File: src/logic/supervisor_defines.vh
// Constants for the system reset supervisor and supervision timer
// Overview of operation
// - Hold reset until power-good, then delay release
// - Seventeen reset delays: zero, then 1 ms doubling
// - Level mode: release on good, reassert after delay
// - Pulse mode: one programmable-width pulse after delay
// - Expiry toggles reset, fixed or input-tracking release
// - Kick pin toggle or bus command clears count
// - Kick pin and expiry pin each optional
// - Initial wait: zero, then 100 ms doubling
// - Timeout programmable 1 ms to about 32 s
// - Expiry drives expiry pin or reset pulse
// - After expiry, stopped until kicked again
// - Timer runs independently or drives system reset
// - General input polarity selectable high or low
`ifndef SUPERVISOR_DEFINES_VH
`define SUPERVISOR_DEFINES_VH
`define CLK_FREQ_HZ      20000000
`define TICK_PERIOD_US   1000
`define TICK_CYCLES      ((`CLK_FREQ_HZ / 1000000) * `TICK_PERIOD_US)
`define DELAY_SEL_W      5
`define DELAY_SEL_MAX    5'h10
`define WAIT_SEL_W       4
`define WAIT_BASE_MS     100
`define MS_CNT_W         22
`define PULSE_MS_MAX     16'd32256
`define PULSE_MS_MIN     16'd1
`define TIMEOUT_MS_MAX   16'd32256
`define TIMEOUT_MS_MIN   16'd1
`endif

File: src/logic/ms_tick_gen.v
// One-millisecond tick generator
`timescale 1ns/10ps
`include "supervisor_defines.vh"
module ms_tick_gen #(
  parameter TICK_CYCLES = `TICK_CYCLES
) (
  input  wire i_clk_sys,
  input  wire i_rst_n,
  output reg  o_tick
);
  reg [31:0] count;
  always @(posedge i_clk_sys) begin
    if (!i_rst_n) begin
      count  <= 32'h0;
      o_tick <= 1'b0;
    end else if (count == TICK_CYCLES - 1) begin
      count  <= 32'h0;
      o_tick <= 1'b1;
    end else begin
      count  <= count + 32'h1;
      o_tick <= 1'b0;
    end
  end
endmodule

File: src/logic/watchdog_system_reset_supervisor.v
// System reset generator and supervision timer
`timescale 1ns/10ps
`include "supervisor_defines.vh"
module watchdog_system_reset_supervisor #(
  parameter TICK_CYCLES = `TICK_CYCLES
) (
  input  wire        i_clk_sys,
  input  wire        i_rst_n,
  input  wire        i_power_good,
  input  wire        i_pulse_mode,
  input  wire [4:0]  i_delay_sel,
  input  wire [15:0] i_pulse_ms,
  input  wire        i_timer_enable,
  input  wire        i_kick_pin_enable,
  input  wire        i_kick_input_pin,
  input  wire        i_kick_cmd,
  input  wire [3:0]  i_wait_sel,
  input  wire [15:0] i_timeout_ms,
  input  wire        i_expiry_to_reset,
  input  wire        i_track_release,
  input  wire        i_track_input_pin,
  input  wire        i_track_active_high,
  output reg         o_system_reset_n,
  output reg         o_expiry_output_pin,
  output reg         o_timer_running,
  output reg         o_timer_expired
);
  localparam RS_HOLD    = 5'h01;
  localparam RS_DELAY   = 5'h02;
  localparam RS_RUN     = 5'h04;
  localparam RS_PULSE   = 5'h08;
  localparam RS_OFFDLY  = 5'h10;
  localparam WD_IDLE    = 4'h1;
  localparam WD_WAIT    = 4'h2;
  localparam WD_COUNT   = 4'h4;
  localparam WD_EXPIRED = 4'h8;

  wire tick;
  ms_tick_gen #(.TICK_CYCLES(TICK_CYCLES)) u_tick (
    .i_clk_sys (i_clk_sys),
    .i_rst_n   (i_rst_n),
    .o_tick    (tick)
  );

  // Pins are asynchronous; two flops before any logic reads them
  reg  [1:0] pg_sync;
  reg  [1:0] kick_sync;
  reg  [1:0] trk_sync;
  reg        kick_last;
  always @(posedge i_clk_sys) begin
    if (!i_rst_n) begin
      pg_sync   <= 2'h0;
      kick_sync <= 2'h0;
      trk_sync  <= 2'h0;
      kick_last <= 1'b0;
    end else begin
      pg_sync   <= {pg_sync[0], i_power_good};
      kick_sync <= {kick_sync[0], i_kick_input_pin};
      trk_sync  <= {trk_sync[0], i_track_input_pin};
      kick_last <= kick_sync[1];
    end
  end
  wire power_good = pg_sync[1];
  // Either edge counts as a kick; a disabled pin falls back to the command
  wire kick = (i_kick_pin_enable & (kick_sync[1] ^ kick_last)) | i_kick_cmd;
  wire track_asserted = trk_sync[1] ~^ i_track_active_high;

  // Delay setting 0 is zero, setting n is 2^(n-1) ms; top setting 32768 ms
  wire [4:0] dsel = (i_delay_sel > `DELAY_SEL_MAX) ? `DELAY_SEL_MAX : i_delay_sel;
  wire [21:0] delay_ms = (dsel == 5'h0) ? 22'h0 : (22'h1 << (dsel - 5'h1));
  wire [21:0] wait_ms = (i_wait_sel == 4'h0) ? 22'h0 :
                        (22'd100 << (i_wait_sel - 4'h1));
  wire [15:0] pulse_ms = (i_pulse_ms < `PULSE_MS_MIN) ? `PULSE_MS_MIN :
                         (i_pulse_ms > `PULSE_MS_MAX) ? `PULSE_MS_MAX : i_pulse_ms;
  wire [15:0] tmo_ms = (i_timeout_ms < `TIMEOUT_MS_MIN) ? `TIMEOUT_MS_MIN :
                       (i_timeout_ms > `TIMEOUT_MS_MAX) ? `TIMEOUT_MS_MAX : i_timeout_ms;

  reg [3:0]  wd_state;
  reg [21:0] wd_ms;
  wire expiry_event = (wd_state == WD_COUNT) & tick & (wd_ms + 22'h1 >= {6'h0, tmo_ms}) & ~kick;

  reg [4:0]  rs_state;
  reg [21:0] rs_ms;
  reg        wd_reset_req;
  always @(posedge i_clk_sys) begin
    if (!i_rst_n) begin
      rs_state         <= RS_HOLD;
      rs_ms            <= 22'h0;
      o_system_reset_n <= 1'b0;
      wd_reset_req     <= 1'b0;
    end else begin
      case (rs_state)
        RS_HOLD: begin
          o_system_reset_n <= 1'b0;
          rs_ms            <= 22'h0;
          if (power_good & !(i_track_release & wd_reset_req & !track_asserted)) begin
            rs_state     <= RS_DELAY;
            wd_reset_req <= 1'b0;
          end
        end
        RS_DELAY: begin
          if (!power_good) begin
            rs_state <= RS_HOLD;
          end else if (rs_ms >= delay_ms) begin
            rs_ms <= 22'h0;
            if (i_pulse_mode) begin
              o_system_reset_n <= 1'b0;
              rs_state         <= RS_PULSE;
            end else begin
              o_system_reset_n <= 1'b1;
              rs_state         <= RS_RUN;
            end
          end else if (tick) begin
            rs_ms <= rs_ms + 22'h1;
          end
        end
        RS_PULSE: begin
          // Losing the rails mid-pulse must not end the pulse with a release
          if (!power_good) begin
            rs_state <= RS_HOLD;
          end else if (tick) begin
            if (rs_ms + 22'h1 >= {6'h0, pulse_ms}) begin
              o_system_reset_n <= 1'b1;
              rs_state         <= RS_RUN;
              rs_ms            <= 22'h0;
            end else begin
              rs_ms <= rs_ms + 22'h1;
            end
          end
        end
        RS_RUN: begin
          o_system_reset_n <= 1'b1;
          if (wd_reset_req | (expiry_event & i_expiry_to_reset)) begin
            o_system_reset_n <= 1'b0;
            rs_state         <= RS_HOLD;
          end else if (!power_good) begin
            rs_state <= i_pulse_mode ? RS_HOLD : RS_OFFDLY;
          end
        end
        RS_OFFDLY: begin
          // Level mode reasserts only after the common delay
          if (power_good) begin
            rs_state <= RS_RUN;
            rs_ms    <= 22'h0;
          end else if (rs_ms >= delay_ms) begin
            o_system_reset_n <= 1'b0;
            rs_state         <= RS_HOLD;
          end else if (tick) begin
            rs_ms <= rs_ms + 22'h1;
          end
        end
        default: begin
          rs_state         <= RS_HOLD;
          o_system_reset_n <= 1'b0;
        end
      endcase
      // Sticky until the reset sequence serves it; a set wins over the clear in hold
      if (expiry_event & i_expiry_to_reset)
        wd_reset_req <= 1'b1;
    end
  end

  // Tied mode starts the timer only once the reset is released
  wire wd_allowed = i_timer_enable & (!i_expiry_to_reset | o_system_reset_n);
  always @(posedge i_clk_sys) begin
    if (!i_rst_n) begin
      wd_state            <= WD_IDLE;
      wd_ms               <= 22'h0;
      o_expiry_output_pin <= 1'b0;
      o_timer_running     <= 1'b0;
      o_timer_expired     <= 1'b0;
    end else begin
      case (wd_state)
        WD_IDLE: begin
          o_timer_running <= 1'b0;
          wd_ms           <= 22'h0;
          if (wd_allowed) begin
            wd_state        <= WD_WAIT;
            o_timer_running <= 1'b1;
          end
        end
        WD_WAIT: begin
          if (!i_timer_enable) begin
            wd_state <= WD_IDLE;
          end else if (wd_ms >= wait_ms) begin
            wd_state <= WD_COUNT;
            wd_ms    <= 22'h0;
          end else if (tick) begin
            wd_ms <= wd_ms + 22'h1;
          end
        end
        WD_COUNT: begin
          if (!i_timer_enable) begin
            wd_state <= WD_IDLE;
          end else if (kick) begin
            wd_ms <= 22'h0;
          end else if (expiry_event) begin
            wd_state        <= WD_EXPIRED;
            o_timer_running <= 1'b0;
            o_timer_expired <= 1'b1;
            if (!i_expiry_to_reset)
              o_expiry_output_pin <= 1'b1;
          end else if (tick) begin
            wd_ms <= wd_ms + 22'h1;
          end
        end
        WD_EXPIRED: begin
          // Stays stopped; only a kick restarts timing, without the initial wait
          if (kick) begin
            wd_state            <= WD_COUNT;
            wd_ms               <= 22'h0;
            o_expiry_output_pin <= 1'b0;
            o_timer_expired     <= 1'b0;
            o_timer_running     <= 1'b1;
          end else if (!i_timer_enable) begin
            wd_state            <= WD_IDLE;
            o_expiry_output_pin <= 1'b0;
            o_timer_expired     <= 1'b0;
          end
        end
        default: begin
          wd_state <= WD_IDLE;
        end
      endcase
    end
  end
endmodule

File: config.mk
export PLATFORM = sky130hd
export DESIGN_NAME = watchdog_system_reset_supervisor
export DESIGN_NICKNAME = d
export VERILOG_FILES = /design/src/logic/ms_tick_gen.v /design/src/logic/watchdog_system_reset_supervisor.v
export VERILOG_INCLUDE_DIRS = /design/src /design/src/logic
export SDC_FILE = /design/constraint.sdc
export NUM_CORES = 1
export LEC_CHECK = 0
export ABC_AREA = 1
export ABC_CLOCK_PERIOD_IN_PS = 4000
export BUFFER_PORTS_ARGS = -buffer_cell sky130_fd_sc_hd__buf_2
export CAP_MARGIN = 30
export CORE_ASPECT_RATIO = 2
export CORE_UTILIZATION = 30
export CTS_CLUSTER_SIZE = 30
export DETAILED_ROUTE_END_ITERATION = 6
export GPL_ROUTABILITY_DRIVEN = 0
export GPL_TIMING_DRIVEN = 0
export SYNTH_ARGS = -nofsm -noshare
export SYNTH_HDL_FRONTEND = slang
export SYNTH_SLANG_ARGS = --single-unit
export TNS_END_PERCENT = 100
File: constraint.sdc
create_clock -name i_clk_sys -period 4 [get_ports i_clk_sys]
set_clock_uncertainty 0.1 [all_clocks]
set_input_delay 0.8 -clock i_clk_sys [delete_from_list [all_inputs] [get_ports i_clk_sys]]
set_output_delay 0.8 -clock i_clk_sys [all_outputs]
set_load 0.05 [all_outputs]
# Word-level counts from Yosys, hierarchy flattened
# Cells that the tools add are included.
[classes]
n_addsub = 5
n_lt_le_gt_ge = 9
n_eq_ne = 36
shift = 2
mux = 77
n_bitwise = 16
n_reduce_logical = 21
[ops]
columns = ["op", "n"]
rows = [
  ["22-bit 2-to-1 mux", 17],
  ["22-bit one-hot mux with 4 select lines", 2],
  ["16-bit 2-to-1 mux", 4],
  ["5-bit 2-to-1 mux", 12],
  ["22-bit by 1-bit adder with 22-bit output, second input constant", 2],
  ["22-bit by 16-bit greater-or-equal comparator with 1-bit output", 2],
  ["22-bit greater-or-equal comparator", 2],
  ["4-bit 2-to-1 mux", 9],
  ["32-bit by 1-bit adder with 32-bit output, second input constant", 1],
  ["32-bit by 15-bit == test with 1-bit output, second input constant", 1],
  ["16-bit by 15-bit greater-than comparator with 1-bit output, second input constant", 2],
  ["16-bit by 1-bit < comparator with 1-bit output, second input constant", 2],
  ["3-bit inequality test, second input constant", 10],
  ["2-bit inequality test, second input constant", 14],
  ["1-bit 2-to-1 mux", 27],
  ["5-bit one-hot mux with 5 select lines", 1],
  ["5-bit AND reduction", 5],
  ["1-bit by 5-bit left shift with 22-bit output, first input constant", 1],
  ["7-bit by 4-bit left shift with 22-bit output, first input constant", 1],
  ["4-bit one-hot mux with 4 select lines", 1],
  ["6-bit AND reduction", 2],
  ["1-bit bitwise AND", 9],
  ["4-bit nonzero test", 2],
  ["7-bit AND reduction", 1],
  ["28 further kinds", 36],
]
[totals]
register_bits = 98
input_bits = 53
out_inout_bits = 4
wordCells = 181

# Longest topological paths before layout
# Gate-level depths: netlist (run 1).
[logic_depth]
word_depth = 10
mapped_depth = 26
depth_no_buf = 26

# By module
# Synthesis (run 1) repeated with hierarchy kept, for this count alone.
[unflattened]
hier_cells = 1499
hier_area_um2 = 9009.9
[modules_own_cells]
columns = ["module", "instances", "cells_each", "area_per_inst_um2", "seq_area_each_um2"]
rows = [
  ["watchdog_system_reset_supervisor", 1, 1192, 7124.3, 1301.2],
  ["ms_tick_gen", 1, 307, 1885.6, 660.6],
]

# Worst setup path after synthesis (run 1)
# No wires, ideal clock.
[synth_timing]
path_type = "input port to flip-flop"
start = "in i_wait_sel[0]"
end = "reg wd_ms[14]"
arrival_time_ps = 3444
path_slack_ps = 386
cell_stages = 21
path_buffers = 1
path_cell_list = "inv_1 > ha_1 > or2_2 > nand2_1 > inv_1 > a21oi_1 > inv_1 > a21oi_1 > o21ai_0 > ha_1 > a21oi_1 > o21a_1 > o21ai_0 > a21boi_0 > nand2_1 > o22ai_1 > inv_1 > nor2_8 > buf_12 > nand2_2 > a21oi_2"
[synth_between]
elab_chain_len = 7
elab_cells_between_ends = 8
classes_between = "1 x add/sub; 1 x order compare; 1 x shift; 4 x mux; 1 x reduce/logical"
[synth_lines]
columns = ["item", "line_no", "rtl"]
rows = [
  ["start, declared", "watchdog_system_reset_supervisor.v:17", "input wire [3:0] i_wait_sel,"],
  ["4-bit by 1-bit subtractor with 4-bit output", "watchdog_system_reset_supervisor.v:72", "(22'd100 << (i_wait_sel - 4'h1));"],
  ["7-bit by 4-bit left shift with 22-bit output", "watchdog_system_reset_supervisor.v:72", ""],
  ["22-bit 2-to-1 mux (*)", "watchdog_system_reset_supervisor.v:71", "wire [21:0] wait_ms = (i_wait_sel == 4'h0) ? 22'h0 :"],
  ["22-bit greater-or-equal comparator (*)", "watchdog_system_reset_supervisor.v:185", "end else if (wd_ms >= wait_ms) begin"],
  ["22-bit 2-to-1 mux (*)", "watchdog_system_reset_supervisor.v:185", ""],
  ["22-bit 2-to-1 mux (*)", "watchdog_system_reset_supervisor.v:183", "if (!i_timer_enable) begin"],
  ["22-bit one-hot mux with 4 select lines (*)", "watchdog_system_reset_supervisor.v:173", "case (wd_state)"],
  ["end signal, assigned", "watchdog_system_reset_supervisor.v:189", "wd_ms <= wd_ms + 22'h1;"],
  ["end signal, assigned", "watchdog_system_reset_supervisor.v:204", "wd_ms <= wd_ms + 22'h1;"],
  ["end, declared", "watchdog_system_reset_supervisor.v:79", "reg [21:0] wd_ms;"],
]
# Every way passes the cells marked *; elsewhere a longest branch is shown, timed or not. The select of a mux whose other input is x is not followed.
# A chain may end at the register's enable or synchronous reset.

# Final worst setup path (run 1)
[layout_timing]
start = "in i_delay_sel[1]"
end = "reg rs_ms[9]"
[layout_between]
elab_chain_len = 9
elab_cells_between_ends = 12
classes_between = "1 x add/sub; 2 x order compare; 1 x eq/ne; 1 x shift; 5 x mux; 2 x reduce/logical"
[layout_lines]
columns = ["item", "line_no", "rtl"]
rows = [
  ["start, declared", "watchdog_system_reset_supervisor.v:11", "input wire [4:0] i_delay_sel,"],
  ["5-bit greater-than comparator (no source line)", "n/a", ""],
  ["5-bit 2-to-1 mux (*)", "watchdog_system_reset_supervisor.v:69", "wire [4:0] dsel = (i_delay_sel > `DELAY_SEL_MAX) ? `DELAY_SEL_MAX : i_delay_sel;"],
  ["5-bit by 1-bit subtractor with 5-bit output", "watchdog_system_reset_supervisor.v:70", "wire [21:0] delay_ms = (dsel == 5'h0) ? 22'h0 : (22'h1 << (dsel - 5'h1));"],
  ["1-bit by 5-bit left shift with 22-bit output", "watchdog_system_reset_supervisor.v:70", ""],
  ["22-bit 2-to-1 mux (*)", "watchdog_system_reset_supervisor.v:70", ""],
  ["22-bit greater-or-equal comparator (*)", "watchdog_system_reset_supervisor.v:104, watchdog_system_reset_supervisor.v:145", ""],
  ["22-bit 2-to-1 mux", "watchdog_system_reset_supervisor.v:104", "end else if (rs_ms >= delay_ms) begin"],
  ["22-bit 2-to-1 mux", "watchdog_system_reset_supervisor.v:102", "if (!power_good) begin"],
  ["22-bit one-hot mux with 4 select lines", "watchdog_system_reset_supervisor.v:92", "case (rs_state)"],
  ["end signal, assigned", "watchdog_system_reset_supervisor.v:114", "rs_ms <= rs_ms + 22'h1;"],
  ["end signal, assigned", "watchdog_system_reset_supervisor.v:127", "rs_ms <= rs_ms + 22'h1;"],
  ["end signal, assigned", "watchdog_system_reset_supervisor.v:149", "rs_ms <= rs_ms + 22'h1;"],
  ["end, declared", "watchdog_system_reset_supervisor.v:83", "reg [21:0] rs_ms;"],
]
# Marks and branches as above.

==> results.json, run 1 <==
{
  "setup_violations": 0,
  "synth-edff-count": 0,
  "setup.worst_path.class": "primary input to flop",
  "synth_area_leaders": "dfxtp_1 22%, nand2_1 18%, ha_1 12%",
  "fill_cells": 3195,
  "min_period_ns": 3.74,
  "status": "complete, no violations",
  "syn2layout_area_growth_pct": 13.2,
  "synth_top_area_share_pct": 22.1,
  "postLayoutCellArea_um2": 10000,
  "synthFlopType": "dfxtp_1",
  "dieWidth_um": 124,
  "clockBufferDepth": 2,
  "critPathLaunchType": "primary input",
  "syn_inst": 1429,
  "rows": 88,
  "worst_pin_slew_ns": 0.727,
  "die_area_um2": 30300,
  "multiInputGateArea_um2": 6120,
  "grt_usage_pct": 18.4,
  "drive_gt1_share_pct": 13.2,
  "routed_wl_mm": 27.1,
  "ir_drop_v": 0.000295,
  "regArea_um2": 1960,
  "dp_slack_ns": -0.463,
  "synthArstFlopShare_pct": 0,
  "drt-initial-drc-count": 382,
  "crit_arrival_ns": 3.93,
  "cts_buffers": 9,
  "p_leak_uw": 0.00439,
  "hold_slack_ns": 0.317,
  "layout_commonest_cell": "nand2_1",
  "nets": 1643,
  "vias": 9288,
  "reg2reg_from": "rs_ms[3]",
  "synth_warnings": 0,
  "cp.required_ns": 4.19,
  "cts-htree-levels": 3,
  "cp-startpoint": "i_delay_sel[1]",
  "overflow": 0,
  "cp_max_fo": 10,
  "cts_tree": "done",
  "final_cell_mix": "428 x nand2_1, 177 x inv_1, 152 x nor2_1",
  "worstSetupEndpointType": "flop",
  "initial_core_util_pct": 30.6,
  "port_buffers": 56,
  "grt_pass1_wl_mm": 42.8,
  "synth-seq-cells": 98,
  "finalHoldViolCount": 0,
  "via_per_inst": 4.96,
  "postPlaceCellArea_um2": 9620,
  "fmax_mhz": 267,
  "yosysSeqAreaShare_pct": 22.1,
  "avgRoutedWirePerCell_um": 14.5,
  "hold_start": "pg_sync[0]",
  "ioPinCount": 57,
  "drt-pass1-iter-count": 6,
  "drc": 0,
  "syn_avg_cell_area_um2": 6.20,
  "n_antenna_cell": 0,
  "maxSlewViolCount": 0,
  "hpwl_mm": 22.7,
  "chipHeight_um": 245,
  "clk_latency_ns": 0.36,
  "finalSetupTns_ns": 0,
  "design.core.area_um2": 29000,
  "clk_pin_slew_worst_paths_ns": 0.08,
  "p_per_area_nw_per_um2": 296,
  "antenna_found_initial": 0,
  "maxCapViolCount": 0,
  "cts.sinks": 98,
  "clockRootBuffer": "clkbuf_16",
  "worst_slack_ns": 0.256,
  "synth_area_leader_cell": "dfxtp_1",
  "post-route-period-util_pct": 93.6,
  "first_global_vias": 9066,
  "ant_nets": 0,
  "grt_start_max_net_pins": 21,
  "hold_path_class": "flop to flop",
  "rrSetupSlack_ns": 0.28,
  "syn_area_um2": 8860,
  "synth_cell_type_count": 52,
  "max_slew_margin_pct": 51.5
}
## state kept, by name (all words and copies together), names as in the netlist
register and count:
trk_sync 2, o_expiry_output_pin 1, o_timer_expired 1, pg_sync 2, kick_last 1, rs_state 5
wd_state 4, u_tick.o_tick 1, o_system_reset_n 1, rs_ms 22, o_timer_running 1, u_tick.count 32
kick_sync 2, wd_ms 22, wd_reset_req 1
## worst max-delay path, stage by stage
cell	delay (ns)
buf_2	0.10
nor3_1	0.17
a21oi_1	0.10
nor2_2	0.16
buf_4	0.16
inv_1	0.09
nor2_1	0.13
nand2_1	0.11
ha_1	0.30
a21oi_1	0.16
nor2_1	0.05
nor2_1	0.08
nand2_1	0.06
o21ai_0	0.17
nand4_1	0.25
nand2_1	0.12
nand3b_1	0.22
nor2_4	0.24
buf_2	0.24
nand2_1	0.10
a21oi_1	0.13
## cell type report
type | instances | share of cell area [%]
clock buffer | 9 | 2.25
buffer | 30 | 1.88
clock inverter | 7 | 0.786
timing repair buffer | 60 | 3.09
multi-input combinational | 1125 | 61.1
sequential | 98 | 19.6
inverter | 183 | 6.85
tap | 360 | 4.49
## repair_timing
action                     4_1_cts  5_1_grt
gates cloned                     0        0
hold buffers                     0        0
setup buffers                    0        4
setup endpoints to repair       34       52
resized for setup                2       23
pin swaps                        0        5
## logic make-up (layout without fill, tap and decap cells)
| group | count (synthesis) | in the layout | synth area share (%) |
|---|---|---|---|
| AO/OA/AOI/OAI | 213 | 213 | 13.8 |
| XOR/XNOR | 32 | 32 | 3.16 |
| adder cells (fa/ha/maj) | 83 | 83 | 11.7 |
| buffers and inverters | 213 | 289 | 9.84 |
| flip-flops | 98 | 98 | 22.1 |
| other | 1 | 8 | 0.0423 |
| AND/OR/NAND/NOR | 789 | 789 | 39.3 |
## power by group
part           internal (µW)  switching [µW]
registers               1030            42.3
clock network            448             462
logic                    315             675
## layer usage
layer / up-vias / share of wire [%] / global-route usage, %
met5: - / 0 / 0
met4: 0 / 7.7 / 13.3
met3: 93 / 2.6 / 2.44
met2: 181 / 57 / 38.1
met1: 4240 / 33 / 14.8
li1: 4774 / - / -
## final timing paths
check,cells after the start,to
max,21,rs_ms[9]
min,2,pg_sync[1]
max reg2reg,24,rs_state[3]
min reg2reg,2,pg_sync[1]
## stage by stage
step / std cells / total power, µW / util, %
2_1_floorplan: 1436 / 1790 / -
3_3_place_gp: 1852 / 2030 / 33.2
3_5_place_dp: 1852 / 2050 / 33.2
4_1_cts: 1868 / 2960 / 34.3
5_1_grt: 1872 / 3160 / 34.6
6_report: 1872 / 2970 / 34.6
## cell usage after synthesis (all sizes together) (4+ instances only)
master / count
nand2: 460
inv: 181
nor2: 172
a21oi: 111
dfxtp: 98
ha: 83
o21ai: 69
nand3: 57
nor3: 37
xor2: 30
nand4: 24
buf: 19
nor4: 17
or2: 10
clkbuf: 9
nor3b: 7
o22ai: 5
a31oi: 4
o211ai: 4
o21a: 4
o21bai: 4
(Power assumes the default switching activity.)
==> run 2, diff against run 1 <==
Settings changed: MAX_ROUTING_LAYER set to met4.
==> run 2 against run 1 <==
Global-route usage increased by 0.50 points. Die area unchanged. Wire length decreased by 0.24%. Clock power about the same. Combinational power about the same. Sequential power about the same. Power about the same. Hold slack about the same. Cell area unchanged. First-iteration DRC count increased by 1.3%. Via count decreased by 0.42%. Count of clock-buffer cells in the layout unchanged. Highest routed layer unchanged.
==> results.json, run 2 (synthesis gave the netlist of run 1 again) <==
{
  "clkPwrFrac_pct": 30.6,
  "reg2reg_from": "wd_ms[0]",
  "worst_pin_slew_ns": 0.720,
  "final_cell_mix": "428 x nand2_1, 176 x inv_1, 152 x nor2_1",
  "crit_arrival_ns": 3.94,
  "postPlaceCellArea_um2": 9620,
  "setup.worst_path.class": "primary input to flop",
  "clk_pin_slew_worst_paths_ns": 0.08,
  "die_area_um2": 30300,
  "switchingPower_uw": 1180,
  "p_per_area_nw_per_um2": 296,
  "n_antenna_cell": 0,
  "drive_gt1_share_pct": 13.3,
  "maxCapViolCount": 0,
  "critPathLaunchType": "primary input",
  "port_buffers": 56,
  "ff2ff_path_depth": 22,
  "via_per_inst": 4.94,
  "seq_power_share_pct": 36.0,
  "initial_core_util_pct": 30.6,
  "total_power_uw": 2970,
  "rrSetupSlack_ns": 0.28,
  "cts_buffers": 9,
  "ir_drop_v": 0.000296,
  "antenna_found_initial": 0,
  "timing.rr.end": "wd_ms[17]",
  "rows": 88,
  "cp.required_ns": 4.19,
  "setup_violations": 0,
  "status": "complete, no violations",
  "cp_max_fo": 10,
  "nets": 1643,
  "p_int_uw": 1790,
  "clockBufferDepth": 2,
  "postCtsHoldBufs": 0,
  "min_period_ns": 3.75,
  "ioPinCount": 57,
  "syn2layout_area_growth_pct": 13.2,
  "grt_start_max_net_pins": 21,
  "routed_wl_mm": 27.1,
  "vias": 9249,
  "cts-htree-levels": 3,
  "grt_usage_pct": 18.9,
  "ant_nets": 0,
  "dieWidth_um": 124,
  "worstSetupEndpointType": "flop",
  "cts_tree": "done",
  "regMostFlops": "u_tick.count",
  "clk_latency_ns": 0.36,
  "hold_slack_ns": 0.317,
  "max_slew_margin_pct": 52.0,
  "hpwl_mm": 22.7,
  "finalHoldViolCount": 0,
  "fmax_mhz": 267,
  "post-route-period-util_pct": 93.8,
  "switching_share_pct": 39.7,
  "maxSlewViolCount": 0,
  "grt_pass1_wl_mm": 42.7,
  "drt-pass1-iter-count": 4,
  "p_leak_uw": 0.00439,
  "largest_register_ffs": 32,
  "chipHeight_um": 245,
  "top_regs": "u_tick.count (32), rs_ms (22), wd_ms (22)",
  "hold_path_class": "flop to flop",
  "design.core.area_um2": 29000,
  "cp-startpoint": "i_delay_sel[1]",
  "postLayoutCellArea_um2": 10000,
  "first_global_vias": 9074,
  "cts.sinks": 98,
  "power_frac_comb_pct": 33.4,
  "overflow": 0,
  "crit_end": "rs_ms[9]",
  "avgRoutedWirePerCell_um": 14.5,
  "drc": 0,
  "drt-initial-drc-count": 387,
  "layout_commonest_cell": "nand2_1",
  "clockRootBuffer": "clkbuf_16"
}
-- run 2: cell count changes in the layout (fill, tap and decap cells not counted) --
cell	delta
inv_2	+1
inv_1	-1
o21ai_0	+1
o21ai_1	-1
-- run 2: repair_timing --
action / 4_1_cts / 5_1_grt
hold endpoints to repair: 0 / 0
pin swaps: 0 / 5
buffers inserted: 0 / 4
setup endpoints to repair: 34 / 52
resized for setup: 2 / 23
-- run 2: routing by layer --
metal  track usage, %  wire length, µm  up-vias  share of wire, %
li1                 -                -     4772                 -
met1             14.7             8740     4204                32
met2             37.9            15500      172                57
met3             2.44              672      101               2.5
met4             13.6             2150        0               7.9
met5                -                0        -                 0
-- run 2: worst min-delay path by stage --
stage | start | endpoint | slack, ns | cells past startpoint
floorplan | kick_sync[0] | kick_sync[1] | 0.29 | 2
global placement | kick_sync[0] | kick_sync[1] | 0.30 | 2
finish | pg_sync[0] | pg_sync[1] | 0.32 | 2
detailed placement | pg_sync[0] | pg_sync[1] | 0.30 | 2
CTS | pg_sync[0] | pg_sync[1] | 0.32 | 2
global route | kick_sync[0] | kick_sync[1] | 0.34 | 2
-- run 2: per-stage QoR --
step | setup slack [ns] | setup TNS (ns) | util [%] | std cells
floorplan | 0.386 | 0 | - | 1436
global placement | -0.431 | -16.15 | 33.2 | 1852
detailed placement | -0.463 | -18.69 | 33.2 | 1852
CTS | 0.0460 | 0 | 34.3 | 1868
global route | -0.0370 | -0.117 | 34.6 | 1872
finish | 0.249 | 0 | 34.6 | 1872
-- run 2: power by group through the flow --
stage | logic (µW) | clock network (µW) | registers [µW]
after floorplan | 673 | 0 | 1120
after global placement | 939 | 0 | 1090
after detailed placement | 954 | 0 | 1090
after CTS | 960 | 932 | 1070
after global routing | 1110 | 974 | 1080
final | 991 | 909 | 1070
-- run 2: layout make-up --
class	count	area (µm²)
Timing Repair Buffer	60	310
Tap cell	360	450
Buffer	30	189
Sequential cell	98	1960
Fill cell	3195	18900
Clock buffer	9	225
Multi-Input combinational cell	1125	6120
Inverter	183	687
Clock inverter	7	78.8
-- run 2: critical path, cell delays in order --
cell and delay (ns):
buf_2 0.10, nor3_1 0.17, a21oi_1 0.10, nor2_2 0.16, buf_4 0.16, inv_1 0.10
nor2_1 0.13, nand2_1 0.11, ha_1 0.30, a21oi_1 0.16, nor2_1 0.05, nor2_1 0.08
nand2_1 0.06, o21ai_0 0.17, nand4_1 0.25, nand2_1 0.12, nand3b_1 0.22, nor2_4 0.24
buf_2 0.24, nand2_1 0.10, a21oi_1 0.13
